`src/amr_pkg.sv`:
```
`default_nettype none
package amr_pkg;
  localparam int ADDR_W     = 32;
  localparam int DATA_W     = 32;
  localparam int BEATS_W    = 8;
  localparam int FIFO_DEPTH = 16;
  localparam int SLV_IDX_W  = 6;
  localparam int SLV_WORDS  = 64;
  localparam int LANES      = 4;

  localparam logic [1:0] TRANS_IDLE   = 2'h0;
  localparam logic [1:0] TRANS_NONSEQ = 2'h2;
  localparam logic [1:0] TRANS_SEQ    = 2'h3;
  localparam logic [2:0] BURST_SINGLE = 3'h0;
  localparam logic [2:0] BURST_INCR   = 3'h1;
  localparam logic [1:0] SIZE_BYTE    = 2'h0;
  localparam logic [1:0] SIZE_HALF    = 2'h1;
  localparam logic [1:0] SIZE_WORD    = 2'h2;
  localparam logic [2:0] RESP_OKAY    = 3'h0;
  localparam logic [2:0] RESP_ERROR   = 3'h1;

  localparam logic [3:0] STRB_ALL     = 4'hf;
  localparam logic [3:0] STRB_NONE    = 4'h0;
  localparam logic [3:0] WORD_BYTES   = 4'h4;
  localparam logic [3:0] REM_THREE    = 4'h3;
  localparam logic [1:0] ALIGN_OFS    = 2'h0;
  localparam logic [31:0] WORD_STEP   = 32'h4;
  localparam logic [29:0] WORD_INC    = 30'h1;
  localparam logic [31:0] ZERO_WORD   = 32'h0;
  localparam logic [7:0] BEATS_ONE    = 8'h01;
  localparam logic [7:0] BEATS_ZERO   = 8'h00;
  localparam logic [1:0] WAIT_ZERO    = 2'h0;
  localparam logic [1:0] WAIT_ONE     = 2'h1;

  typedef enum logic [1:0] {
    OP_IDLE   = 2'b00,
    OP_FIRST  = 2'b01,
    OP_SECOND = 2'b11
  } amr_op_type;

  typedef enum logic [1:0] {
    SL_READY = 2'b00,
    SL_WAIT  = 2'b01,
    SL_ERR1  = 2'b11,
    SL_ERR2  = 2'b10
  } amr_sl_type;
endpackage
`default_nettype wire

```
`src/amr_bus_if.sv`:
```
`timescale 1ns/1ps
`default_nettype none
interface amr_bus_if;
  logic [31:0] haddr;
  logic [1:0]  htrans;
  logic [2:0]  hburst;
  logic [1:0]  hsize;
  logic [3:0]  hbstrb;
  logic        hwrite;
  logic        hunalign;
  logic [31:0] hwdata;
  logic [31:0] hrdata;
  logic        hready;
  logic [2:0]  hresp;

  modport master (
    output haddr, htrans, hburst, hsize, hbstrb, hwrite, hunalign, hwdata,
    input  hrdata, hready, hresp
  );
  modport slave (
    input  haddr, htrans, hburst, hsize, hbstrb, hwrite, hunalign, hwdata,
    output hrdata, hready, hresp
  );
endinterface
`default_nettype wire

```
`src/amr_fifo.sv`:
```
`timescale 1ns/1ps
`default_nettype none
module amr_fifo #(
  parameter int WIDTH = 32,
  parameter int DEPTH = 16
) (
  // Clock and reset
  input  wire logic             clock_i,
  input  wire logic             rst_i,
  // Fill side
  input  wire logic             in_valid_i,
  output logic                  in_ready_o,
  input  wire logic [WIDTH-1:0] in_data_i,
  // Drain side
  output logic                  out_valid_o,
  input  wire logic             out_ready_i,
  output logic [WIDTH-1:0]      out_data_o
);
  localparam int PW = $clog2(DEPTH);

  logic [WIDTH-1:0] mem [DEPTH];
  logic [PW:0]      wptr_reg;
  logic [PW:0]      wptr_next;
  logic [PW:0]      rptr_reg;
  logic [PW:0]      rptr_next;
  logic             push;
  logic             pop;

  // Extra pointer bit tells full from empty without a counter.
  assign out_valid_o = (wptr_reg != rptr_reg);
  assign in_ready_o  = (wptr_reg[PW-1:0] != rptr_reg[PW-1:0]) || (wptr_reg[PW] == rptr_reg[PW]);
  assign out_data_o  = mem[rptr_reg[PW-1:0]];
  assign push        = in_valid_i && in_ready_o;
  assign pop         = out_valid_o && out_ready_i;

  always_comb begin
    wptr_next = push ? wptr_reg + 1'b1 : wptr_reg;
    rptr_next = pop ? rptr_reg + 1'b1 : rptr_reg;
  end

  always_ff @(posedge clock_i or posedge rst_i) begin
    if (rst_i) begin
      wptr_reg <= '0;
      rptr_reg <= '0;
    end else begin
      wptr_reg <= wptr_next;
      rptr_reg <= rptr_next;
    end
  end

  always_ff @(posedge clock_i) begin
    if (push) begin
      mem[wptr_reg[PW-1:0]] <= in_data_i;
    end
  end
endmodule
`default_nettype wire

```
`src/amr_master.sv`:
```
// Contract
// - hwrite low for reads, high for writes
// - first misaligned portion sizes whole item
// - first misaligned portion: unalign high, NONSEQ
// - strobes mark lanes; slaves select by strobes
// - second portion NONSEQ, next word, pipelined
// - second portion size: remaining bytes, rounded up
// - second portion unalign only for three bytes
// - following aligned transfers NONSEQ, unalign low
// - wait states hold transfer until ready
// - one outstanding transfer; request held until taken
// - bursts always use INCR encoding
// - bursts: unalign low, word size, all strobes
// - burst word aligned, increments by word
// - burst length is arbitrary, even one
// - bursts end anytime, next transfer without idle
// - untaken request may be replaced by another
// - only reads retracted; writes held unchanged
// - later burst beats retractable, replacement taken next
// - write data driven cycle after address taken
// - error two cycles; pending request dropped second
`timescale 1ns/1ps
`default_nettype none
module amr_master (
  // Clock and reset
  input  wire logic                     clock_i,
  input  wire logic                     rst_i,
  // Bus
  amr_bus_if.master                     bus,
  // Command
  input  wire logic                     req_valid_i,
  output logic                          req_ready_o,
  input  wire logic [amr_pkg::ADDR_W-1:0] req_addr_i,
  input  wire logic                     req_write_i,
  input  wire logic [1:0]               req_size_i,
  input  wire logic                     req_burst_i,
  input  wire logic [amr_pkg::BEATS_W-1:0] req_beats_i,
  input  wire logic                     req_retract_i,
  // Write data
  input  wire logic                     wr_valid_i,
  output logic                          wr_ready_o,
  input  wire logic [amr_pkg::DATA_W-1:0] wr_data_i,
  // Completions
  output logic                          resp_valid_o,
  output logic                          resp_write_o,
  output logic                          resp_error_o,
  output logic [amr_pkg::DATA_W-1:0]    rd_data_o
);
  import amr_pkg::*;

  amr_op_type       op_state_reg;
  amr_op_type       op_state_next;
  logic [31:0]      op_addr_reg;
  logic [31:0]      op_addr_next;
  logic             op_write_reg;
  logic             op_write_next;
  logic [1:0]       op_size_reg;
  logic [1:0]       op_size_next;
  logic             op_burst_reg;
  logic             op_burst_next;
  logic [7:0]       op_beats_reg;
  logic [7:0]       op_beats_next;
  logic             op_seq_reg;
  logic             op_seq_next;
  logic             dp_valid_reg;
  logic             dp_valid_next;
  logic             dp_write_reg;
  logic             dp_write_next;
  logic             err_pend_reg;
  logic             err_pend_next;
  logic [31:0]      wdata_reg;
  logic [31:0]      wdata_next;
  logic             resp_valid_reg;
  logic             resp_valid_next;
  logic             resp_write_reg;
  logic             resp_write_next;
  logic             resp_error_reg;
  logic             resp_error_next;
  logic [31:0]      rdata_reg;
  logic [31:0]      rdata_next;

  logic             fifo_valid;
  logic             fifo_pop;
  logic [31:0]      fifo_data;
  logic [2:0]       nbytes;
  logic [3:0]       span;
  logic [3:0]       rem;
  logic [7:0]       lane_mask;
  logic [7:0]       lane_shift;
  logic             misal;
  logic             presenting;
  logic             taken;
  logic             last_portion;
  logic             retract_ok;
  logic             accept;
  logic [1:0]       trans_c;
  logic             err_first;

  // Write data waits here so the source can run ahead of the bus.
  amr_fifo #(
    .WIDTH (DATA_W),
    .DEPTH (FIFO_DEPTH)
  ) u_fifo (
    .clock_i     (clock_i),
    .rst_i       (rst_i),
    .in_valid_i  (wr_valid_i),
    .in_ready_o  (wr_ready_o),
    .in_data_i   (wr_data_i),
    .out_valid_o (fifo_valid),
    .out_ready_i (fifo_pop),
    .out_data_o  (fifo_data)
  );

  always_comb begin
    case (op_size_reg)
      SIZE_BYTE: nbytes = 3'h1;
      SIZE_HALF: nbytes = 3'h2;
      default:   nbytes = 3'h4;
    endcase
  end

  assign span       = {2'b00, op_addr_reg[1:0]} + {1'b0, nbytes};
  assign rem        = span - WORD_BYTES;
  assign misal      = !op_burst_reg && (span > WORD_BYTES);
  assign lane_mask  = (8'h01 << nbytes) - 8'h01;
  assign lane_shift = lane_mask << op_addr_reg[1:0];

  // A write is only presented once its data word is queued, so it never has to change after it appears.
  assign presenting = (op_state_reg != OP_IDLE) && !err_pend_reg && (!op_write_reg || fifo_valid);
  assign taken      = presenting && bus.hready;
  assign fifo_pop   = taken && op_write_reg;

  always_comb begin
    bus.haddr    = op_addr_reg;
    bus.hsize    = op_size_reg;
    bus.hbstrb   = lane_shift[3:0];
    bus.hunalign = misal;
    bus.hburst   = BURST_SINGLE;
    bus.hwrite   = op_write_reg;
    trans_c      = TRANS_NONSEQ;
    if (op_burst_reg) begin
      bus.haddr    = {op_addr_reg[31:2], ALIGN_OFS};
      bus.hsize    = SIZE_WORD;
      bus.hbstrb   = STRB_ALL;
      bus.hunalign = 1'b0;
      bus.hburst   = BURST_INCR;
      trans_c      = op_seq_reg ? TRANS_SEQ : TRANS_NONSEQ;
    end else if (op_state_reg == OP_SECOND) begin
      bus.haddr    = {op_addr_reg[31:2] + WORD_INC, ALIGN_OFS};
      bus.hbstrb   = 4'((4'h1 << rem[1:0]) - 4'h1);
      bus.hunalign = (rem == REM_THREE);
      case (rem[1:0])
        2'h1:    bus.hsize = SIZE_BYTE;
        2'h2:    bus.hsize = SIZE_HALF;
        default: bus.hsize = SIZE_WORD;
      endcase
    end
    bus.htrans = presenting ? trans_c : TRANS_IDLE;
    bus.hwdata = wdata_reg;
  end

  assign last_portion = op_burst_reg ? (op_beats_reg == BEATS_ONE) : ((op_state_reg == OP_SECOND) || !misal);
  // Replacement is only accepted while the old read cannot be taken this cycle.
  assign retract_ok   = req_valid_i && req_retract_i && !op_write_reg && !bus.hready &&
                        (op_state_reg == OP_FIRST) && !err_pend_reg;
  // Nothing is accepted in the first error cycle, since the second one would drop it unanswered.
  assign err_first    = dp_valid_reg && !bus.hready && (bus.hresp == RESP_ERROR);
  assign req_ready_o  = (((op_state_reg == OP_IDLE) && !err_pend_reg) || (taken && last_portion) || retract_ok) &&
                        !err_first;
  assign accept       = req_valid_i && req_ready_o;

  always_comb begin
    op_state_next = op_state_reg;
    op_addr_next  = op_addr_reg;
    op_write_next = op_write_reg;
    op_size_next  = op_size_reg;
    op_burst_next = op_burst_reg;
    op_beats_next = op_beats_reg;
    op_seq_next   = op_seq_reg;
    if (err_pend_reg) begin
      op_state_next = OP_IDLE;
    end else if (accept) begin
      op_state_next = OP_FIRST;
      op_addr_next  = req_burst_i ? {req_addr_i[31:2], ALIGN_OFS} : req_addr_i;
      op_write_next = req_write_i;
      op_size_next  = req_size_i;
      op_burst_next = req_burst_i;
      op_beats_next = (req_burst_i && (req_beats_i != BEATS_ZERO)) ? req_beats_i : BEATS_ONE;
      op_seq_next   = 1'b0;
    end else if (taken) begin
      if (op_burst_reg) begin
        op_state_next = OP_FIRST;
        op_addr_next  = op_addr_reg + WORD_STEP;
        op_beats_next = op_beats_reg - BEATS_ONE;
        op_seq_next   = 1'b1;
        if (last_portion) begin
          op_state_next = OP_IDLE;
        end
      end else if (misal && (op_state_reg == OP_FIRST)) begin
        op_state_next = OP_SECOND;
      end else begin
        op_state_next = OP_IDLE;
      end
    end
  end

  always_comb begin
    dp_valid_next   = taken || (dp_valid_reg && !bus.hready);
    dp_write_next   = taken ? op_write_reg : dp_write_reg;
    wdata_next      = fifo_pop ? fifo_data : wdata_reg;
    // The first error cycle is remembered so the pending request can be withdrawn in the second.
    err_pend_next   = err_first;
    resp_valid_next = dp_valid_reg && bus.hready;
    resp_write_next = dp_write_reg;
    resp_error_next = dp_valid_reg && bus.hready && (bus.hresp == RESP_ERROR);
    rdata_next      = (dp_valid_reg && bus.hready && !dp_write_reg) ? bus.hrdata : rdata_reg;
  end

  always_ff @(posedge clock_i or posedge rst_i) begin
    if (rst_i) begin
      op_state_reg   <= OP_IDLE;
      op_addr_reg    <= ZERO_WORD;
      op_write_reg   <= 1'b0;
      op_size_reg    <= SIZE_BYTE;
      op_burst_reg   <= 1'b0;
      op_beats_reg   <= BEATS_ONE;
      op_seq_reg     <= 1'b0;
      dp_valid_reg   <= 1'b0;
      dp_write_reg   <= 1'b0;
      err_pend_reg   <= 1'b0;
      wdata_reg      <= ZERO_WORD;
      resp_valid_reg <= 1'b0;
      resp_write_reg <= 1'b0;
      resp_error_reg <= 1'b0;
      rdata_reg      <= ZERO_WORD;
    end else begin
      op_state_reg   <= op_state_next;
      op_addr_reg    <= op_addr_next;
      op_write_reg   <= op_write_next;
      op_size_reg    <= op_size_next;
      op_burst_reg   <= op_burst_next;
      op_beats_reg   <= op_beats_next;
      op_seq_reg     <= op_seq_next;
      dp_valid_reg   <= dp_valid_next;
      dp_write_reg   <= dp_write_next;
      err_pend_reg   <= err_pend_next;
      wdata_reg      <= wdata_next;
      resp_valid_reg <= resp_valid_next;
      resp_write_reg <= resp_write_next;
      resp_error_reg <= resp_error_next;
      rdata_reg      <= rdata_next;
    end
  end

  assign resp_valid_o = resp_valid_reg;
  assign resp_write_o = resp_write_reg;
  assign resp_error_o = resp_error_reg;
  assign rd_data_o    = rdata_reg;
endmodule
`default_nettype wire

```
`src/flat_wrapper.sv`:
```
// flat-port wrapper written by rule: the top's interface ports become plain ports
module amr_master_flat import amr_pkg::*;
  (clock_i, rst_i, req_valid_i, req_ready_o, req_addr_i, req_write_i, req_size_i, req_burst_i, req_beats_i, req_retract_i, wr_valid_i, wr_ready_o, wr_data_i, resp_valid_o, resp_write_o, resp_error_o, rd_data_o, bus_haddr, bus_htrans, bus_hburst, bus_hsize, bus_hbstrb, bus_hwrite, bus_hunalign, bus_hwdata, bus_hrdata, bus_hready, bus_hresp);
  amr_bus_if bus_i ();
  input  wire logic clock_i;
  input  wire logic rst_i;
  input  wire logic req_valid_i;
  output logic req_ready_o;
  input  wire logic [amr_pkg::ADDR_W-1:0] req_addr_i;
  input  wire logic req_write_i;
  input  wire logic [1:0] req_size_i;
  input  wire logic req_burst_i;
  input  wire logic [amr_pkg::BEATS_W-1:0] req_beats_i;
  input  wire logic req_retract_i;
  input  wire logic wr_valid_i;
  output logic wr_ready_o;
  input  wire logic [amr_pkg::DATA_W-1:0] wr_data_i;
  output logic resp_valid_o;
  output logic resp_write_o;
  output logic resp_error_o;
  output logic [amr_pkg::DATA_W-1:0] rd_data_o;
  output wire logic [$bits(bus_i.haddr)-1:0] bus_haddr;
  output wire logic [$bits(bus_i.htrans)-1:0] bus_htrans;
  output wire logic [$bits(bus_i.hburst)-1:0] bus_hburst;
  output wire logic [$bits(bus_i.hsize)-1:0] bus_hsize;
  output wire logic [$bits(bus_i.hbstrb)-1:0] bus_hbstrb;
  output wire logic [$bits(bus_i.hwrite)-1:0] bus_hwrite;
  output wire logic [$bits(bus_i.hunalign)-1:0] bus_hunalign;
  output wire logic [$bits(bus_i.hwdata)-1:0] bus_hwdata;
  input wire logic [$bits(bus_i.hrdata)-1:0] bus_hrdata;
  input wire logic [$bits(bus_i.hready)-1:0] bus_hready;
  input wire logic [$bits(bus_i.hresp)-1:0] bus_hresp;
  assign bus_haddr = bus_i.haddr;
  assign bus_htrans = bus_i.htrans;
  assign bus_hburst = bus_i.hburst;
  assign bus_hsize = bus_i.hsize;
  assign bus_hbstrb = bus_i.hbstrb;
  assign bus_hwrite = bus_i.hwrite;
  assign bus_hunalign = bus_i.hunalign;
  assign bus_hwdata = bus_i.hwdata;
  assign bus_i.hrdata = bus_hrdata;
  assign bus_i.hready = bus_hready;
  assign bus_i.hresp = bus_hresp;
  amr_master u_core (.clock_i(clock_i), .rst_i(rst_i), .bus(bus_i), .req_valid_i(req_valid_i), .req_ready_o(req_ready_o), .req_addr_i(req_addr_i), .req_write_i(req_write_i), .req_size_i(req_size_i), .req_burst_i(req_burst_i), .req_beats_i(req_beats_i), .req_retract_i(req_retract_i), .wr_valid_i(wr_valid_i), .wr_ready_o(wr_ready_o), .wr_data_i(wr_data_i), .resp_valid_o(resp_valid_o), .resp_write_o(resp_write_o), .resp_error_o(resp_error_o), .rd_data_o(rd_data_o));
endmodule
```
`config.mk`:
```
export PLATFORM = sky130hd
export DESIGN_NAME = amr_master_flat
export DESIGN_NICKNAME = d
export VERILOG_FILES = /design/src/amr_pkg.sv /design/src/amr_bus_if.sv /design/src/amr_fifo.sv /design/src/amr_master.sv /design/src/flat_wrapper.sv
export SDC_FILE = /design/constraint.sdc
export NUM_CORES = 1
export LEC_CHECK = 0
export ABC_CLOCK_PERIOD_IN_PS = 10000
export BUFFER_PORTS_ARGS = -buffer_cell sky130_fd_sc_hd__buf_4
export CAP_MARGIN = 20
export CORE_MARGIN = 2
export CORE_UTILIZATION = 60
export DETAILED_ROUTE_END_ITERATION = 10
export PLACE_DENSITY = 0.8
export SETUP_SLACK_MARGIN = 0.5
export SYNTH_ARGS = -nofsm -noshare
export SYNTH_HDL_FRONTEND = slang
export SYNTH_HIERARCHICAL = 1
export SYNTH_SLANG_ARGS = --single-unit
```
`constraint.sdc`:
```
create_clock -name clock_i -period 10 [get_ports clock_i]
set_clock_uncertainty 0.15 [all_clocks]
set_input_delay 0.5 -clock clock_i [delete_from_list [all_inputs] [get_ports clock_i]]
set_output_delay 0.5 -clock clock_i [all_outputs]
set_load 0.1 [all_outputs]
```
After elaboration in Yosys (flattened, before gate mapping):

Memories as Yosys holds them, arrays and structs flattened. A register that Yosys moved wholly into a read port is not among the register bits.
Index checks and enable logic that the tools add are counted.

* flip-flop bits (word level): 95
* RAM bits: 512
* input port bits: 117
* output and inout bits: 114
* memories kept: 1

Memories
* u_core.u_fifo.mem: depth 16, bits a word 32, read ports 1, clocked after memory_dff 1, write ports 1, line amr_fifo.sv:21 `logic [WIDTH-1:0] mem [DEPTH];`

* add/sub/neg operators: 9
* $lt $le $gt $ge: 1
* equality and inequality tests: 11
* shift operators: 3
* multiplexer cells: 34
* bitwise operators: 1
* reductions and logical operators: 45

Operators with widths (count)
* $mux W32: 5
* $add A32 B3 Y32 const B: 1
* $mux W8: 4
* $add A30 B1 Y30 const B: 1
* $logic_and A1 B1 Y1: 23
* $mux W2: 10
* $sub A8 B1 Y8 const B: 2
* $mux W1: 11
* $add A5 B1 Y5 const B: 2
* $eq A8 B1 Y1 const B: 1
* $mux W4: 2
* $reduce_bool A8 Y1: 1
* $shl A1 B3 Y8 const A: 1
* $shl A8 B2 Y4: 1
* $logic_not A1 Y1: 7
* $eq A2 B1 Y1 const B: 3
* $logic_or A1 B1 Y1: 6
* $pmux W3 S2: 1
* $reduce_bool A2 Y1: 3
* $ne A5 B5 Y1: 1
* $add A2 B3 Y4: 1
* $eq A2 B2 Y1 const B: 2
* $eq A4 B2 Y1 const B: 1
* $gt A4 B3 Y1 const B: 1
* other kinds (12): 13

Logic depth before layout (Yosys ltp):

Gate-level depths: netlist of the first run.

* depth after elaboration: 15
* mapped depth: 15
* depth with buffers taken out: 11

Modules after synthesis:

The synthesis of the first run kept the hierarchy.

By module, submodules not included
* amr_fifo: times used 1, cells an instance 870, area an instance 19977.9 um^2
* amr_master: times used 1, cells an instance 581, area an instance 6332.3 um^2

Worst setup path before layout of the first run:

OpenSTA, ideal clock, no wires.

* path kind: flip-flop to output port
* start point: reg u_core.op_size_reg[0]
* end point: out req_ready_o
* arrival time: 3.957 ns
* slack: 5.393 ns
* cell stages (with the launch flop): 9
* path buffers: 0
* path through: dfrtp_1 -> nor2_1 -> ha_1 -> inv_1 -> fa_1 -> ha_1 -> o21a_1 -> o21ai_0 -> o21ai_0

* longest elaborated chain between the ends: 12

Ends and longest elaborated chain
* start, declared: line amr_master.sv:57 `logic [1:0] op_size_reg;`
* start signal, assigned: line amr_master.sv:240 `op_size_reg <= op_size_next;`
* $eq A2 B1 Y1 / $logic_not A2 Y1 (equally long branches): line amr_master.sv:115 `case (op_size_reg)`
* $pmux W3 S2 *: line amr_master.sv:115
* $add A2 B3 Y4 *: line amr_master.sv:122 `assign span = {2'b00, op_addr_reg[1:0]} + {1'b0, nbytes};`
* $gt A4 B3 Y1 *: line amr_master.sv:124 `assign misal = !op_burst_reg && (span > WORD_BYTES);`
* $logic_and A1 B1 Y1 *: line amr_master.sv:124
* $logic_not A1 Y1 *: line amr_master.sv:162 `assign last_portion = op_burst_reg ? (op_beats_reg == BEATS_ONE) : ((op_state_reg == OP_SECOND) || !misal);`
* $logic_or A1 B1 Y1 *: line amr_master.sv:162
* $mux W1 *: line amr_master.sv:162
* $logic_and A1 B1 Y1 *: line amr_master.sv:168 `assign req_ready_o = (((op_state_reg == OP_IDLE) && !err_pend_reg) || (taken && last_portion) || retract_ok) & ...`
* $logic_or A1 B1 Y1 * (2 in series): line amr_master.sv:168
* $logic_and A1 B1 Y1 *: line amr_master.sv:168
* end, declared: line flat_wrapper.sv:8 `output logic req_ready_o;`

Mark *: on every way between the ends. The rest lies on a longest branch, timed or not.

Worst setup path in the final report of the first run:

* start point: reg u_core.op_burst_reg
* end point: out bus_haddr[31]

* longest elaborated chain between the ends: 1

Ends and longest elaborated chain
* start, declared: line amr_master.sv:59 `logic op_burst_reg;`
* start signal, assigned: line amr_master.sv:241 `op_burst_reg <= op_burst_next;`
* $mux W32: line amr_master.sv:141 `if (op_burst_reg) begin`
* end, declared: line flat_wrapper.sv:22 `output wire logic [$bits(bus_i.haddr)-1:0] bus_haddr;`

No other way between the ends.

==> results of run 1 <==
-- logic make-up (layout without fill, tap and decap cells) --
kind of cell / count (synthesis) / after routing / synth area share
xor+xnor: 73 / 73 / 0.0246
mux: 223 / 223 / 0.156
fa+ha+maj: 17 / 17 / 0.00837
other cells: 1 / 3 / 0.000143
buf+inv: 109 / 481 / 0.0244
compound gates: 134 / 134 / 0.0348
flops: 639 / 639 / 0.705
simple gates: 255 / 255 / 0.0469
-- stage by stage --
stage / cell area [um^2] / power [mW]
floorplan: 26300 / 7.40
global placement: 28500 / 8.33
detailed placement: 28500 / 8.43
CTS: 31400 / 10.8
global route: 31400 / 11.2
finish: 31400 / 10.8
-- layout make-up --
type                       count  share of cell area
antenna                        1           0.0000796
clock buffer                  72              0.0505
clock inverter                44              0.0142
inverter                      24             0.00302
multi-input combinational    704               0.230
sequential                   639               0.590
tap                          585              0.0233
timing repair buffer         341              0.0883
-- report_power, final --
group / total (mW) / switching, mW / internal [mW] / leakage, nW
registers: 3.77 / 0.407 / 3.36 / 6.12
clock network: 2.31 / 0.989 / 1.32 / 0.986
logic: 4.73 / 3.24 / 1.49 / 4.08
total: 10.8 / 4.64 / 6.17 / 11.2
-- worst max-delay path, delay by kind of cell (launching register included) --
| family | cells | cell delay [ps] |
|---|---|---|
| buf+inv | 1 | 310 |
| flops | 1 | 560 |
| simple gates | 4 | 1880 |
| xor+xnor | 1 | 170 |
-- layer usage --
layer	vias to the layer above	global-route usage	part of all wire
li1	6370	-	-
met1	7619	0.367	0.37
met2	943	0.474	0.50
met3	171	0.0590	0.097
met4	0	0.107	0.036
met5	-	0	0
-- Yosys cell counts (5+ instances only) --
master and count:
a21oi_1 18, a21oi_2 7, and2_1 6, and3_1 8, buf_12 6, buf_2 21, buf_4 9, buf_6 9
clkbuf_1 34, dfrtp_1 126, edfxtp_1 512, ha_1 16, inv_1 24, mux2_2 71, mux2_4 14, mux2i_1 8
mux4_1 26, mux4_2 102, nand2_1 66, nand2b_1 10, nand3_1 21, nand4_1 21, nor2_1 77, nor3_1 10
nor4_1 8, o21ai_0 12, o22ai_1 64, or4_1 5, xnor2_1 56, xor2_1 16
-- final timing paths --
check                                                      startpoint                                     to  slack, ps  cells past startpoint
worst max-delay path                  u_core/op_burst_reg$_DFFE_PP0P_                          bus_haddr[31]       5810                      6
worst min-delay path                                     wr_data_i[6]      u_core/u_fifo/mem[0][6]$_DFFE_PP_         30                      1
worst max register to register  u_core/u_fifo/rptr_reg[0]$_DFFE_PP0P_     u_core/op_addr_reg[25]$_DFFE_PP0P_       5910                      8
worst min register to register        u_core/dp_write_reg$_DFFE_PP0P_          u_core/resp_write_o$_DFF_PP0_        330                      0
max in group asynchronous                                       rst_i     u_core/op_beats_reg[1]$_DFFE_PP0P_       8050                      4
min in group asynchronous                                       rst_i  u_core/u_fifo/rptr_reg[0]$_DFFE_PP0P_        360                      3
==> impl_metrics.toml, run 1 <==
[clock_tree]
cts.sinks = 639
insertion_delay_ps = 630
cts_root_buf = "clkbuf_16"
cts_tree = "yes"
holdBufCountCts = 82
clk_pin_slew_ps = 60
post_cts_buffers = 0
htree_levels = 2
cts_buffers = 61
cts_resized = 0
cts_max_path_buffers = 3

[final_layout]
drive_gt1_frac = 0.321
final_util = 0.728
num-nets-final = 1905
multi_input_area_um2 = 7240
flow.area_growth_from_synthesis_pct = 19.5
final_common_cell = "edfxtp_1"
largest_reg_flops = 512
fin_cells = 2410
nFillCells = 2481
final_cell_mix = "edfxtp_1 (512), buf_4 (255), dfrtp_1 (123)"
seqCellArea_um2 = 18600

[logic_synthesis]
syn_inst = 1451
yosysWarnings = 6
yosysUniqueCellTypes = 68
synth_top_area_share = 0.584
avgSynthCellArea_um2 = 18.1
synth_area_leader_cell = "edfxtp_1"
synth_edf_count = 512
synth_area_leaders = "edfxtp_1 (58%), dfrtp_1 (12%), mux4_2 (8.7%)"
synth.cell_area_um2 = 26300
ys.flop_type = "edfxtp_1"
synth-seq-area-share = 0.705
async_flop_share = 0.199
ys_seq_elements = 639

[setup_path]
slowest_stage = "nor4_1"
slowest_delay_ps = 860
worstSetupPathType = "flip-flop to output port"
crit_arrival_ps = 3540
crit_fanout = 15
crit_chain = "nand3b_1 -> nor4_1 -> and2_0 -> nand2_1 -> xnor2_1 -> buf_4"
start_kind = "flip-flop"
cp-end-kind = "output port"
worst_ep_required_time_ps = 9350

[sta]
period_minus_slack_ps = 4190
slew_headroom = 0.257
max_freq_mhz = 239
finalSetupTns_ps = 0
drv_slew = 0
finalHoldViolations = 0
tightest_slew_ps = 1110
fin_ws_ps = 5810
hold-worst-slack_ps = 26.3
rsz0062_at_grt = "no"
setup_viol = 0
finalCritPeriodShare = 0.419

[placement]
numPortBuffers = 228
gp_congestion = 0.905
place_inst = 2207
preCtsSetupSlack_ps = 5730
dpl.hpwl_um = 34500

[detailed_routing]
dr.pass1.iters = 6
ant_nets = 0
drc = 0
vias = 15103
wl_per_cell_um = 26.3
vias_per_cell = 6.27
drt_wl_total_um = 63400
drt-initial-drc-count = 1718

[grt]
overflow = 0
grt_pass1_vias = 15483
grt_max_degree = 70
antenna_found_initial = 1
grt_pass1_wl_um = 93500
grt_use_total = 0.282

[run]
drv_cap = 0

[floorplanning]
die_w_um = 213
rows = 76
io_pins = 231
die-area_um2 = 45500
die_h_um = 213
initial_core_util = 0.609
core_region_area_um2 = 43200

[power_and_ir_drop]
ir_worst_vdd_v = 0.000421
power_density_nw_per_um2 = 344
leakage_nw = 11.2

[run_status]
outcome = "complete, no violations"

[min_path]
min_path_type = "input port to flip-flop"
No activity file was read; power rests on OpenSTA's default activity.
==> inputs of run 2 (changes only) <==
ABC_CLOCK_PERIOD_IN_PS = 4300   (was 10000)
CORE_UTILIZATION = 59   (was 60)
PLACE_DENSITY = 0.79   (was 0.8)
clock period = 4.3 ns   (was 10 ns; I/O delays follow)
==> impl_metrics.toml, run 2 (synthesis gave the netlist of run 1 again) <==
[placement]
gp_congestion = 0.888
place_inst = 2228
dpl.hpwl_um = 36400
numPortBuffers = 228
preCtsSetupSlack_ps = 548

[sta]
rsz0062_at_grt = "no"
slew_headroom = 0.273
max_freq_mhz = 274
finalCritPeriodShare = 0.848
period_minus_slack_ps = 3650
finalSetupTns_ps = 0
finalHoldViolations = 0
setup_viol = 0
fin_ws_ps = 652
drv_slew = 0
tightest_slew_ps = 1090

[grt]
grt_pass1_vias = 15825
grt_pass1_wl_um = 96000
grt_use_total = 0.277
overflow = 0
grt_max_degree = 132
antenna_found_initial = 2

[clock_tree]
cts_max_path_buffers = 3
cts.sinks = 639
cts_root_buf = "clkbuf_16"
cts_buffers = 60
cts_tree = "yes"
clk_pin_slew_ps = 60
htree_levels = 2
insertion_delay_ps = 630

[detailed_routing]
vias = 15356
drc = 0
drt_wl_total_um = 64300
dr.pass1.iters = 5
vias_per_cell = 6.23
wl_per_cell_um = 26.1
ant_nets = 0
drt-initial-drc-count = 1883

[final_layout]
drive_gt1_frac = 0.319
fin_cells = 2465
final_cell_mix = "edfxtp_1 (512), buf_4 (262), dfrtp_1 (123)"
flow.area_growth_from_synthesis_pct = 21.7
final_util = 0.725
largest_reg_flops = 512
nFillCells = 2558
final_common_cell = "edfxtp_1"
num-nets-final = 1955

[floorplanning]
die_h_um = 215
core_region_area_um2 = 44100
rows = 77
die_w_um = 215
die-area_um2 = 46300
io_pins = 231
initial_core_util = 0.596

[power_and_ir_drop]
power_density_nw_per_um2 = 789
ir_worst_vdd_v = 0.00149
leakage_nw = 11.4
total_power_mw = 25.2

[run]
drv_cap = 0

[setup_path]
worst_ep_required_time_ps = 3930
crit_chain = "nor2_1 -> ha_1 -> inv_1 -> fa_1 -> ha_1 -> o21a_1 -> o21ai_0 -> o21ai_1 -> buf_6"
worstSetupPathType = "flip-flop to output port"
slowest_stage = "fa_1"
start_kind = "flip-flop"
slowest_delay_ps = 550
worst-r2r-setup-slack_ps = 670
crit_top_cell = "ha_1"
crit_arrival_ps = 3280
crit_fanout = 4
cp-end-kind = "output port"

[run_status]
outcome = "complete, no violations"

[min_path]
min_path_type = "input port to asynchronous set/reset pin"
## run 2: final cells by class
class	count	area, um^2	area share
sequential	639	18600	0.580
multi-input combinational	705	7280	0.227
timing repair buffer	391	3340	0.104
clock buffer	82	1650	0.0517
tap	592	741	0.0231
clock inverter	30	338	0.0106
inverter	24	95.1	0.00297
antenna	2	5.00	0.000156
## run 2: worst max-delay path, delay by kind of cell, from the launching register on
family	cells	cell delay [ps]
simple gates	1	220
compound gates	3	680
buf+inv	2	340
fa+ha+maj	3	1010
flops	1	420
## run 2: report_power, final
group          switching, mW  internal [mW]  total, mW
Clock                   2.27           3.01       5.28
Sequential             0.836           7.82       8.66
Combinational           7.73           3.58       11.3
Total                   10.8           14.4       25.2
## run 2: worst paths after layout
check,startpoint,to,depth (start not counted)
min,rst_i,u_core/u_fifo/wptr_reg[0]$_DFFE_PP0P_,3
max reg2reg,u_core/u_fifo/rptr_reg[0]$_DFFE_PP0P_,u_core/bus.hwdata[27]$_DFFE_PP0P_,8
max in group asynchronous,rst_i,u_core/op_addr_reg[25]$_DFFE_PP0P_,4
min in group clock_i,req_valid_i,u_core/op_addr_reg[0]$_DFFE_PP0P_,5
max,u_core/op_size_reg[0]$_DFFE_PP0P_,req_ready_o,9
min reg2reg,u_core/dp_write_reg$_DFFE_PP0P_,u_core/resp_write_o$_DFF_PP0_,0
## run 2: routing by layer
metal,vias to the layer above,global-route usage,part of all wire
met5,-,0,0
met4,0,0.102,0.033
met3,152,0.0378,0.082
met2,840,0.462,0.50
met1,7884,0.379,0.39
li1,6480,-,-
## run 2: through the flow
stage | hold slack (ps) | instance area (um^2)
floorplan | -94.8 | 26300
detailed placement | 108 | 28800
global placement | 100 | 28700
CTS | 46.8 | 32000
global route | 111 | 32000
finish | 87.9 | 32000
## run 2: what timing repair did
| action | CTS | global route |
|---|---|---|
| endpoints found under the setup margin | 15 | 45 |
| cloned | 0 | 1 |
| endpoints found under the hold margin | 682 | 0 |
| resized for setup | 1 | 3 |
| hold buffers | 121 | 0 |
| setup buffers | 0 | 0 |
| pin swaps | 0 | 1 |
